$ cat src/pkg/sleep_ctrl_pkg.sv
// Notes on behaviour
// - sleep starts only if sleep enable is one when the sleep instruction executes
// - interrupt wake stalls the cpu four cycles beyond start-up, then runs the handler
// - register file and sram contents are kept across sleep and wake-up
// - reset during sleep wakes the device and starts at the reset vector
// - control register: enable bit 5, mode bits 4..2 ordered one,zero,two; reset zero
// - mode codes: 000 idle, 001 adc quiet, 010 down, 011 save, 110/111 standby
// - standby modes only offered when a crystal or resonator clock is selected
// - idle stops only cpu and flash clocks; peripherals keep running
// - entering idle or adc quiet mode with adc enabled starts a conversion
// - adc quiet mode stops io, cpu and flash clocks
// - adc quiet wakes on adc done, resets, address match, timer0, spm, ext lines
// - power-down stops oscillator and all generated clocks
// - power-down wakes on resets, address match, upper level or lower ext interrupt
// - wake from power-down waits the start-up period chosen by clock-select fuses
// - power-save is power-down plus async timer0 and its enabled interrupt wake
// - power-save without async timer0 leaves timer contents undefined
// - code 110 with crystal: power-down with oscillator on, wakes in six cycles
// - code 111 with crystal: power-save with oscillator on, wakes in six cycles
// - idle wakes on any interrupt; comparator disable powers down the comparator
// - main clock and async clock enables follow the per-mode table
package sleep_ctrl_pkg;
    localparam logic [11:0] ADDR_CONTROL = 12'h000;
    localparam logic [11:0] ADDR_AUX = 12'h004;
    localparam logic [11:0] ADDR_STATUS = 12'h008;
    localparam int SE_POS = 5;
    localparam int SM1_POS = 4;
    localparam int SM0_POS = 3;
    localparam int SM2_POS = 2;
    localparam int AUX_AS0_POS = 0;
    localparam int AUX_ACD_POS = 1;
    localparam int AUX_ADEN_POS = 2;
    localparam int AUX_XTAL_POS = 3;
    localparam logic [7:0] CONTROL_RESET = 8'h00;
    localparam logic [7:0] AUX_RESET = 8'h00;
    localparam logic [4:0] EXTRA_STALL = 5'h04;
    localparam logic [4:0] STANDBY_WAKE = 5'h06;
    localparam logic [4:0] STARTUP_6CK = 5'h06;
    localparam logic [4:0] STARTUP_18CK = 5'h12;
    typedef enum logic [2:0] {
        M_IDLE = 3'b000, M_ADCNR = 3'b001, M_PDOWN = 3'b010, M_PSAVE = 3'b011,
        M_RSV4 = 3'b100, M_RSV5 = 3'b101, M_STBY = 3'b110, M_XSTBY = 3'b111
    } mode_t;
    typedef enum logic [1:0] {
        ST_RUN = 2'b00, ST_SLEEP = 2'b01, ST_WAKE = 2'b10
    } state_t;
endpackage

$ cat src/rtl/sleep_mode_controller.sv
`timescale 1ns/1ps
module sleep_mode_controller (
    // apb slave
    input wire logic pclk,
    input wire logic presetn,
    input wire logic psel,
    input wire logic penable,
    input wire logic pwrite,
    input wire logic [11:0] paddr,
    input wire logic [31:0] pwdata,
    // apb answer
    output logic [31:0] prdata,
    output logic pready,
    output logic pslverr,
    // global
    input wire logic clk_en,
    // cpu side
    input wire logic sleep_instr,
    input wire logic sys_reset_req,
    input wire logic global_irq_en,
    // wake sources
    input wire logic [3:0] ext_irq_lower,
    input wire logic [3:0] ext_irq_upper,
    input wire logic twi_addr_match,
    input wire logic timer0_ovf_irq,
    input wire logic timer0_cmp_irq,
    input wire logic [1:0] timer_irq_mask,
    input wire logic adc_done_irq,
    input wire logic spm_ready_irq,
    input wire logic other_io_irq,
    // start-up fuse choice
    input wire logic [1:0] startup_sel,
    // clock gates and status
    output logic cpu_clock_domain,
    output logic flash_clock_domain,
    output logic io_clock_domain,
    output logic converter_clock_domain,
    output logic async_clock_domain,
    output logic main_osc_en,
    output logic timer_osc_en,
    // status and handshake
    output logic comparator_power,
    output logic adc_start,
    output logic cpu_stall,
    output logic wake_irq,
    output logic wake_reset,
    output logic sleeping
);
    typedef struct packed {
        // software registers
        logic [7:0] control;
        logic [7:0] aux;
        // sequencer
        sleep_ctrl_pkg::state_t state;
        sleep_ctrl_pkg::mode_t mode;
        logic [4:0] count;
        logic by_reset;
        // one-cycle pulses
        logic adc_start;
        logic wake_irq;
        logic wake_reset;
        // bus read data
        logic [31:0] rdata;
    } regs_t;

    // state and its next value
    regs_t r;
    regs_t next_r;
    // bus decode
    logic wr;
    logic rd;
    // mode decode
    logic [2:0] req_code;
    logic [2:0] eff_code;
    logic xtal;
    logic as0;
    // wake decode
    logic irq_wake;
    logic t0_wake;
    logic [1:0] ck;

    // gather mode bits in (bit2,bit1,bit0) order
    function automatic logic [2:0] mode_code(input logic [7:0] c);
        mode_code = {c[sleep_ctrl_pkg::SM2_POS], c[sleep_ctrl_pkg::SM1_POS], c[sleep_ctrl_pkg::SM0_POS]};
    endfunction

    // register read decode; unmapped offsets read as zero with no bus error
    function automatic logic [31:0] read_word(input logic [11:0] a, input regs_t s);
        logic [31:0] w;
        w = 32'h0000_0000;
        if (a == sleep_ctrl_pkg::ADDR_CONTROL) begin
            w[7:0] = s.control;
        end else if (a == sleep_ctrl_pkg::ADDR_AUX) begin
            w[7:0] = s.aux;
        end else if (a == sleep_ctrl_pkg::ADDR_STATUS) begin
            // status: sleeping, effective mode, last wake cause
            w[0] = s.state == sleep_ctrl_pkg::ST_SLEEP;
            w[3:1] = s.mode;
            w[4] = s.by_reset;
        end
        read_word = w;
    endfunction

    // stall before the core restarts: clock restart time plus interrupt entry
    function automatic logic [4:0] wake_count(input sleep_ctrl_pkg::mode_t m, input logic [1:0] sel,
                                              input logic by_rst);
        logic [4:0] base;
        base = 5'h00;
        if (m == sleep_ctrl_pkg::M_STBY || m == sleep_ctrl_pkg::M_XSTBY) begin
            base = sleep_ctrl_pkg::STANDBY_WAKE;
        end else if (m == sleep_ctrl_pkg::M_PDOWN || m == sleep_ctrl_pkg::M_PSAVE) begin
            // start-up from fuse choice; the clock must restart and settle
            if (sel == 2'b00) begin
                base = sleep_ctrl_pkg::STARTUP_6CK;
            end else begin
                base = sleep_ctrl_pkg::STARTUP_18CK;
            end
        end
        // a reset restarts at its vector, with no interrupt entry
        if (by_rst) begin
            wake_count = base;
        end else begin
            wake_count = base + sleep_ctrl_pkg::EXTRA_STALL;
        end
    endfunction

    // write taken in the access phase, read captured in the setup phase
    assign wr = psel && penable && pwrite;
    assign rd = psel && !penable && !pwrite;
    // no wait states: every access ends after one access cycle
    assign pready = 1'b1;
    // aux bits used by the mode logic
    assign xtal = r.aux[sleep_ctrl_pkg::AUX_XTAL_POS];
    assign as0 = r.aux[sleep_ctrl_pkg::AUX_AS0_POS];
    // requested mode straight from the control bits
    assign req_code = mode_code(r.control);
    // core and flash clocks gate together while asleep
    assign ck = (r.state == sleep_ctrl_pkg::ST_SLEEP) ? 2'b00 : 2'b11;

    // reserved codes fall back to idle; standby codes need a crystal
    always_comb begin
        eff_code = req_code;
        case (req_code)
            sleep_ctrl_pkg::M_RSV4, sleep_ctrl_pkg::M_RSV5: begin
                // no defined behaviour, so the shallowest mode is used
                eff_code = sleep_ctrl_pkg::M_IDLE;
            end
            sleep_ctrl_pkg::M_STBY: begin
                // without a crystal the oscillator cannot be kept, so 110 falls to down
                if (!xtal) begin
                    eff_code = sleep_ctrl_pkg::M_PDOWN;
                end
            end
            sleep_ctrl_pkg::M_XSTBY: begin
                // likewise 111 falls to power-save
                if (!xtal) begin
                    eff_code = sleep_ctrl_pkg::M_PSAVE;
                end
            end
            default: begin
                // documented codes pass unchanged
                eff_code = req_code;
            end
        endcase
    end

    // in the save modes timer0 may only wake when clocked asynchronously and unmasked
    assign t0_wake = as0 && global_irq_en && |{timer0_ovf_irq & timer_irq_mask[0],
                                               timer0_cmp_irq & timer_irq_mask[1]};

    // wake source selection per mode; ext lines and address match wake from every mode
    always_comb begin
        irq_wake = |ext_irq_lower || |ext_irq_upper || twi_addr_match;
        case (r.mode)
            sleep_ctrl_pkg::M_IDLE: begin
                // idle keeps every peripheral clocked, so any interrupt wakes
                irq_wake = irq_wake || timer0_ovf_irq || timer0_cmp_irq;
                irq_wake = irq_wake || adc_done_irq;
                irq_wake = irq_wake || spm_ready_irq;
                irq_wake = irq_wake || other_io_irq;
            end
            sleep_ctrl_pkg::M_ADCNR: begin
                // io clock is off, so other io interrupts cannot fire
                irq_wake = irq_wake || adc_done_irq;
                irq_wake = irq_wake || spm_ready_irq;
                irq_wake = irq_wake || timer0_ovf_irq || timer0_cmp_irq;
            end
            sleep_ctrl_pkg::M_PDOWN: begin
                // only asynchronous sources remain
                irq_wake = irq_wake;
            end
            sleep_ctrl_pkg::M_PSAVE: begin
                // the asynchronous timer may add its own wake
                irq_wake = irq_wake || t0_wake;
            end
            sleep_ctrl_pkg::M_STBY: begin
                // as power-down, oscillator running
                irq_wake = irq_wake;
            end
            sleep_ctrl_pkg::M_XSTBY: begin
                // as power-save, oscillator running
                irq_wake = irq_wake || t0_wake;
            end
            default: begin
                irq_wake = irq_wake;
            end
        endcase
    end

    // next state
    always_comb begin
        next_r = r;
        next_r.adc_start = 1'b0;
        next_r.wake_irq = 1'b0;
        next_r.wake_reset = 1'b0;
        // read data is captured in setup and stands through the access phase
        if (rd) begin
            next_r.rdata = read_word(paddr, r);
        end
        // writes land in the access phase; only the low byte is kept
        if (wr) begin
            if (paddr == sleep_ctrl_pkg::ADDR_CONTROL) begin
                next_r.control = pwdata[7:0];
            end else if (paddr == sleep_ctrl_pkg::ADDR_AUX) begin
                next_r.aux = pwdata[7:0];
            end
        end
        // sleep sequencer
        case (r.state)
            sleep_ctrl_pkg::ST_RUN: begin
                // an opcode without the enable bit is ignored
                if (sleep_instr && r.control[sleep_ctrl_pkg::SE_POS]) begin
                    next_r.state = sleep_ctrl_pkg::ST_SLEEP;
                    next_r.mode = sleep_ctrl_pkg::mode_t'(eff_code);
                    next_r.by_reset = 1'b0;
                    // conversion kicks off on entry to idle or adc quiet mode
                    next_r.adc_start = r.aux[sleep_ctrl_pkg::AUX_ADEN_POS]
                                       && eff_code[2:1] == 2'b00;
                end
            end
            sleep_ctrl_pkg::ST_SLEEP: begin
                // a reset wins over an interrupt arriving in the same cycle
                if (sys_reset_req || irq_wake) begin
                    next_r.state = sleep_ctrl_pkg::ST_WAKE;
                    next_r.by_reset = sys_reset_req;
                    next_r.count = wake_count(r.mode, startup_sel, sys_reset_req);
                end
            end
            sleep_ctrl_pkg::ST_WAKE: begin
                // count down the start-up stall, then release the core with a pulse
                if (r.count <= 5'h01) begin
                    next_r.state = sleep_ctrl_pkg::ST_RUN;
                    next_r.count = 5'h00;
                    next_r.wake_irq = !r.by_reset;
                    next_r.wake_reset = r.by_reset;
                end else begin
                    next_r.count = r.count - 5'h01;
                end
            end
            default: begin
                // an unused state code recovers to run
                next_r.state = sleep_ctrl_pkg::ST_RUN;
            end
        endcase
    end

    // single state register; memory is untouched so cpu state survives
    always_ff @(posedge pclk or negedge presetn) begin
        if (!presetn) begin
            // all clears, which leaves every clock domain and the main oscillator running; the timer oscillator is off
            r <= '0;
        end else if (clk_en) begin
            r <= next_r;
        end
    end

    // clock domain gating per mode
    always_comb begin
        cpu_clock_domain = 1'b1;
        flash_clock_domain = 1'b1;
        io_clock_domain = 1'b1;
        converter_clock_domain = 1'b1;
        async_clock_domain = 1'b1;
        main_osc_en = 1'b1;
        timer_osc_en = as0;
        if (r.state == sleep_ctrl_pkg::ST_SLEEP) begin
            cpu_clock_domain = ck[0];
            flash_clock_domain = ck[1];
            case (r.mode)
                sleep_ctrl_pkg::M_IDLE: begin
                    // only the core and flash clocks stop
                    io_clock_domain = 1'b1;
                    converter_clock_domain = 1'b1;
                    async_clock_domain = 1'b1;
                    main_osc_en = 1'b1;
                    timer_osc_en = as0;
                end
                sleep_ctrl_pkg::M_ADCNR: begin
                    // io stops so the converter sees a quiet supply
                    io_clock_domain = 1'b0;
                    converter_clock_domain = 1'b1;
                    async_clock_domain = 1'b1;
                    main_osc_en = 1'b1;
                    timer_osc_en = as0;
                end
                sleep_ctrl_pkg::M_PDOWN: begin
                    // everything but asynchronous logic stops
                    io_clock_domain = 1'b0;
                    converter_clock_domain = 1'b0;
                    async_clock_domain = 1'b0;
                    main_osc_en = 1'b0;
                    timer_osc_en = 1'b0;
                end
                sleep_ctrl_pkg::M_PSAVE: begin
                    // without the async select the timer stops and its contents are lost
                    io_clock_domain = 1'b0;
                    converter_clock_domain = 1'b0;
                    async_clock_domain = as0;
                    main_osc_en = 1'b0;
                    timer_osc_en = as0;
                end
                sleep_ctrl_pkg::M_STBY: begin
                    // oscillator kept for a fast wake
                    io_clock_domain = 1'b0;
                    converter_clock_domain = 1'b0;
                    async_clock_domain = 1'b0;
                    main_osc_en = 1'b1;
                    timer_osc_en = 1'b0;
                end
                sleep_ctrl_pkg::M_XSTBY: begin
                    // power-save with the oscillator kept running
                    io_clock_domain = 1'b0;
                    converter_clock_domain = 1'b0;
                    async_clock_domain = as0;
                    main_osc_en = 1'b1;
                    timer_osc_en = as0;
                end
                default: begin
                    // reserved codes are never stored; behave as idle
                    io_clock_domain = 1'b1;
                    converter_clock_domain = 1'b1;
                    async_clock_domain = 1'b1;
                    main_osc_en = 1'b1;
                    timer_osc_en = as0;
                end
            endcase
        end
    end

    // comparator off when disabled or in the deeper modes
    always_comb begin
        comparator_power = 1'b1;
        if (r.aux[sleep_ctrl_pkg::AUX_ACD_POS]) begin
            comparator_power = 1'b0;
        end else if (r.state == sleep_ctrl_pkg::ST_SLEEP && r.mode[2:1] != 2'b00) begin
            // deeper modes shut the comparator by themselves
            comparator_power = 1'b0;
        end
    end

    // core handshake: stalled while asleep and while waking
    assign cpu_stall = r.state != sleep_ctrl_pkg::ST_RUN;
    assign sleeping = r.state == sleep_ctrl_pkg::ST_SLEEP;
    // one-cycle pulses straight from flops
    assign adc_start = r.adc_start;
    assign wake_irq = r.wake_irq;
    assign wake_reset = r.wake_reset;
    assign prdata = r.rdata;
    assign pslverr = 1'b0;
endmodule

$ cat config.mk
export PLATFORM = sky130hd
export DESIGN_NAME = sleep_mode_controller
export DESIGN_NICKNAME = d
export VERILOG_FILES = /design/src/pkg/sleep_ctrl_pkg.sv /design/src/rtl/sleep_mode_controller.sv
export SDC_FILE = /design/constraint.sdc
export NUM_CORES = 1
export LEC_CHECK = 0
export ABC_AREA = 1
export BUFFER_PORTS_ARGS = -buffer_cell sky130_fd_sc_hd__buf_2
export CAP_MARGIN = 20
export CORE_MARGIN = 1
export CORE_UTILIZATION = 38
export CTS_BUF_LIST = sky130_fd_sc_hd__clkbuf_16
export CTS_CLUSTER_SIZE = 40
export DETAILED_ROUTE_END_ITERATION = 7
export PLACE_DENSITY_LB_ADDON = 0.12
export SYNTH_ARGS = -nofsm -noshare
export SYNTH_HDL_FRONTEND = slang
export SYNTH_SLANG_ARGS = --single-unit
$ cat constraint.sdc
create_clock -name pclk -period 3.29 [get_ports pclk]
set_input_delay 0.658 -clock pclk [delete_from_list [all_inputs] [get_ports pclk]]
set_output_delay 0.658 -clock pclk [all_outputs]
set_load 0.02 [all_outputs]
==> report_table.html <==
<table>
<tr><th>Metric</th><th>Value</th></tr>
<tr><th colspan="2">Place</th></tr>
<tr><td>Post-detailed-placement cell area</td><td>2680 µm²</td></tr>
<tr><td>I/O Buffers</td><td>67</td></tr>
<tr><td>HPWL after DPL</td><td>4.19 mm</td></tr>
<tr><td>Final weighted congestion in routability-driven placement</td><td>0.780</td></tr>
<tr><th colspan="2">Synth</th></tr>
<tr><td>Cells after synthesis</td><td>323</td></tr>
<tr><td>Register area share after synthesis</td><td>38.7%</td></tr>
<tr><td>Adder-Cell Fraction of Synth Area</td><td>1.53%</td></tr>
<tr><td>Post-synth EDFFs</td><td>0</td></tr>
<tr><td>Primary FF master, synth</td><td>sky130_fd_sc_hd__dfrtp_1</td></tr>
<tr><td>Simple logic cell fraction of the synthesized area</td><td>31.4%</td></tr>
<tr><td>Fraction of synthesized area in multiplexers</td><td>0%</td></tr>
<tr><td>Xor-xnor portion of the synthesized cell area</td><td>0.356%</td></tr>
<tr><td>Compound-gate portion of the synthesized area</td><td>10.0%</td></tr>
<tr><td>Register bit count reported by yosys</td><td>38</td></tr>
<tr><td>Average cell area after synthesis</td><td>7.62 µm²</td></tr>
<tr><td>Largest family of logic cells by synthesized area</td><td>simple AND/OR/NAND/NOR gates</td></tr>
<tr><td>Post-synthesis instance area</td><td>2460 µm²</td></tr>
<tr><td>Yosys synthesis warning count</td><td>0</td></tr>
<tr><td>Proportion of synthesized flip-flops having asynchronous set or reset</td><td>100%</td></tr>
<tr><td>Count of cell types in the netlist</td><td>36</td></tr>
<tr><th colspan="2">Die</th></tr>
<tr><td>Initial Utilization</td><td>40.4%</td></tr>
<tr><td>Die Span X</td><td>82.5 µm</td></tr>
<tr><td>Number of top-level pins</td><td>118</td></tr>
<tr><td>Cell Rows</td><td>28</td></tr>
<tr><td>Area of the core</td><td>6100 µm²</td></tr>
<tr><td>Die ar.</td><td>6800 µm²</td></tr>
<tr><td>Die Y</td><td>82.5 µm</td></tr>
<tr><th colspan="2">Setup path</th></tr>
<tr><td>Critical path fanouts, max</td><td>6</td></tr>
<tr><td>Worst EP required</td><td>2630 ps</td></tr>
<tr><td>Data arrival time of the critical path</td><td>1670 ps</td></tr>
<tr><td>Worst setup path category</td><td>flop to output pin</td></tr>
<tr><td>Delay of the slowest cell on the worst path</td><td>440 ps</td></tr>
<tr><td>Endpoint kind of the worst setup timing path</td><td>output pin</td></tr>
<tr><td>Launching element of the worst setup path</td><td>r[45]</td></tr>
<tr><td>Sequence of cells on the critical path</td><td>nor2_4 -&gt; inv_1 -&gt; nor2_1 -&gt; a21boi_0 -&gt; buf_2</td></tr>
<tr><td>Crit Reg-Reg Startpoint</td><td>r[36]</td></tr>
<tr><td>Worst setup SP type</td><td>flop</td></tr>
<tr><td>Cell with the largest stage delay on the worst path</td><td>sky130_fd_sc_hd__dfrtp_1</td></tr>
<tr><th colspan="2">Power and ir drop</th></tr>
<tr><td>Worst voltage drop across the vdd grid</td><td>0.185 mV</td></tr>
<tr><td>Power per cell area</td><td>377 nW/µm²</td></tr>
<tr><td>Pleak</td><td>1.50 nW</td></tr>
<tr><th colspan="2">Cells and area</th></tr>
<tr><td>Fill cell count</td><td>650</td></tr>
<tr><td>End-of-flow core utilization</td><td>46.3%</td></tr>
<tr><td>Relative area change from synthesis to final layout</td><td>14.8%</td></tr>
<tr><td>Leading cell type in the layout, fill and taps excluded</td><td>sky130_fd_sc_hd__nand2_1</td></tr>
<tr><td>Fraction of layout instances using a drive strength above 1</td><td>26.2%</td></tr>
<tr><td>Finished layout cell area</td><td>2820 µm²</td></tr>
<tr><td>Number of nets at the end of the flow</td><td>455</td></tr>
<tr><td>Diode count</td><td>0</td></tr>
<tr><td>Commonest cells after routing, fill and taps aside</td><td>88 x sky130_fd_sc_hd__nand2_1, 67 x sky130_fd_sc_hd__buf_2, 38 x sky130_fd_sc_hd__dfrtp_1</td></tr>
<tr><th colspan="2">Drt</th></tr>
<tr><td>Top layer used by detailed routing</td><td>met4</td></tr>
<tr><td>M1 WL</td><td>2.40 mm</td></tr>
<tr><td>Post-route ant nets</td><td>0</td></tr>
<tr><td>Post-detailed-route via-to-cell ratio</td><td>4.54</td></tr>
<tr><td>WL/cell</td><td>11.7 µm</td></tr>
<tr><td>Pre-antenna DRT Iters</td><td>4</td></tr>
<tr><td>Detailed Route Iter0 Violations</td><td>50</td></tr>
<tr><td>Vias post-DR</td><td>2073</td></tr>
<tr><td>Detailed route wirelength on metal3</td><td>225 µm</td></tr>
<tr><td>Overall routed net length</td><td>5.33 mm</td></tr>
<tr><td>Total DRC errors in the routed layout</td><td>0</td></tr>
<tr><td>Routed length on met2</td><td>2.66 mm</td></tr>
<tr><th colspan="2">GRT</th></tr>
<tr><td>Antenna violations before repair</td><td>0</td></tr>
<tr><td>Vias in the first global route</td><td>2021</td></tr>
<tr><td>Pin count of the biggest net entering global routing</td><td>39</td></tr>
<tr><td>All-layer global routing usage</td><td>18.0%</td></tr>
<tr><td>Remaining global-route overflow</td><td>0</td></tr>
<tr><td>First-pass GRT wire length</td><td>9.18 mm</td></tr>
<tr><th colspan="2">STA</th></tr>
<tr><td>Final sum of negative setup slack</td><td>0 ps</td></tr>
<tr><td>Count of pins over their slew limit</td><td>0</td></tr>
<tr><td>Shortest period the worst path allows</td><td>2330 ps</td></tr>
<tr><td>Post-route fraction of the period consumed by the critical path</td><td>70.8%</td></tr>
<tr><td>Unrepaired setup endpoints after global routing</td><td>no</td></tr>
<tr><td>Number of endpoints failing setup at the final stage</td><td>0</td></tr>
<tr><td>Maximum operating frequency</td><td>429 MHz</td></tr>
<tr><td>Transition time at the pin with the least slew margin</td><td>865 ps</td></tr>
<tr><td>Worst Hold Margin</td><td>478 ps</td></tr>
<tr><td>Skew final</td><td>4.23 ps</td></tr>
<tr><td>Final Hold Vio Count</td><td>0</td></tr>
<tr><td>Remaining max-slew budget at the tightest pin</td><td>42.3%</td></tr>
<tr><th colspan="2">Outcome</th></tr>
<tr><td>Outcome</td><td>finished clean</td></tr>
<tr><th colspan="2">Worst hold path</th></tr>
<tr><td>Worst hold path class</td><td>flop to flop</td></tr>
<tr><td>Origin of the worst min-delay path</td><td>prdata[1]</td></tr>
<tr><th colspan="2">Clocking</th></tr>
<tr><td>Number of clock sinks seen by CTS</td><td>38</td></tr>
<tr><td>Total clock buffers created by CTS</td><td>5</td></tr>
<tr><td># hold bufs at CTS</td><td>0</td></tr>
<tr><td>CTS clk-pin slew, worst paths</td><td>60 ps</td></tr>
<tr><td>Root Buffer Master</td><td>sky130_fd_sc_hd__clkbuf_16</td></tr>
<tr><td>Maximum count of clock buffers along a single path</td><td>2</td></tr>
<tr><td>CTS tree</td><td>done</td></tr>
<tr><td>Post-CTS setup buffers</td><td>0</td></tr>
<tr><td>H-tree lvl count</td><td>2</td></tr>
<tr><td>Worst-skew pair later-pin latency</td><td>280 ps</td></tr>
<tr><td>CTS-repair resized insts</td><td>0</td></tr>
<tr><th colspan="2">Run</th></tr>
<tr><td>Max-cap check violation count</td><td>0</td></tr>
</table>
-- final cells by class --
| type | instances | area, µm² | area share [%] |
|---|---|---|---|
| Multi-Input combinational cell | 233 | 1160 | 41.2 |
| Sequential cell | 38 | 951 | 33.7 |
| Inverter | 35 | 131 | 4.65 |
| Timing Repair Buffer | 68 | 343 | 12.1 |
| Tap cell | 75 | 93.8 | 3.32 |
| Clock buffer | 5 | 125 | 4.43 |
| Clock inverter | 3 | 16.3 | 0.576 |
-- report_power, final --
group	leakage [nW]	internal [W]	total (W)	switching (W)
logic	0.926	0.0000367	0.000117	0.0000806
clock network	0.0672	0.000277	0.000466	0.000190
registers	0.508	0.000476	0.000481	0.00000532
-- routing by layer --
layer  up-vias  track usage [%]
met5         -                0
met4         0             4.21
met3         4             4.07
met2        50             31.6
met1       927             22.2
li1       1092                -
-- path summary, 6_finish.rpt --
check,endpoint,slack [ps],cells past startpoint
min in group asynchronous,r[39],490,1
worst max-delay path,timer_osc_en,960,5
max in group asynchronous,prdata[5],2250,1
worst min register to register,prdata[1],480,2
worst min-delay path,prdata[1],480,2
worst max register to register,r[39],1860,7
-- registers in the layout, summed over array words and instances (netlist names) --
register and cells:
adc_start 1, as0 1, prdata 8, r 26, wake_irq 1, wake_reset 1
-- stage by stage --
stage                     std cells  total power [W]  worst slack [ps]
final                           457          0.00106               960
after global routing            457          0.00111               786
after CTS                       457          0.00108               947
after detailed placement        449         0.000608              1050
after global placement          449         0.000607              1060
after floorplan                 347         0.000590              1200
-- worst max-delay path: cells and delay by family (launching register included) --
family | cells | cell delay [ps]
DFF | 1 | 440
buffers and inverters | 2 | 330
AOI/OAI and AO/OA | 1 | 130
and+or+nand+nor | 2 | 480
-- synthesized netlist by cell type (2+ instances only) --
| master | count | area share [%] |
|---|---|---|
| sky130_fd_sc_hd__a31oi_1 | 4 | 1.0 |
| sky130_fd_sc_hd__and2_1 | 2 | 0.51 |
| sky130_fd_sc_hd__buf_2 | 3 | 0.61 |
| sky130_fd_sc_hd__buf_4 | 35 | 11 |
| sky130_fd_sc_hd__buf_6 | 2 | 0.92 |
| sky130_fd_sc_hd__conb_1 | 2 | 0.31 |
| sky130_fd_sc_hd__dfrtp_1 | 38 | 39 |
| sky130_fd_sc_hd__ha_1 | 3 | 1.5 |
| sky130_fd_sc_hd__inv_1 | 33 | 5.0 |
| sky130_fd_sc_hd__inv_2 | 2 | 0.31 |
| sky130_fd_sc_hd__nand2_1 | 88 | 13 |
| sky130_fd_sc_hd__nand2_2 | 3 | 0.76 |
| sky130_fd_sc_hd__nand3_1 | 22 | 4.5 |
| sky130_fd_sc_hd__nand3_2 | 2 | 0.81 |
| sky130_fd_sc_hd__nand4_1 | 7 | 1.8 |
| sky130_fd_sc_hd__nor2_1 | 30 | 4.6 |
| sky130_fd_sc_hd__nor2_2 | 3 | 0.76 |
| sky130_fd_sc_hd__nor2_4 | 2 | 0.92 |
| sky130_fd_sc_hd__o211ai_1 | 6 | 1.8 |
| sky130_fd_sc_hd__o21ai_0 | 9 | 1.8 |
| sky130_fd_sc_hd__o21ai_1 | 5 | 1.0 |
| sky130_fd_sc_hd__o21ai_2 | 8 | 2.8 |
-- cell families after synthesis --
family,Yosys count
buffers and inverters,76
AO/OA/AOI/OAI,37
other,2
flip-flops,38
AND/OR/NAND/NOR,166
XOR/XNOR,1
adder cells (fa/ha/maj),3
(Power assumes the default switching activity.)
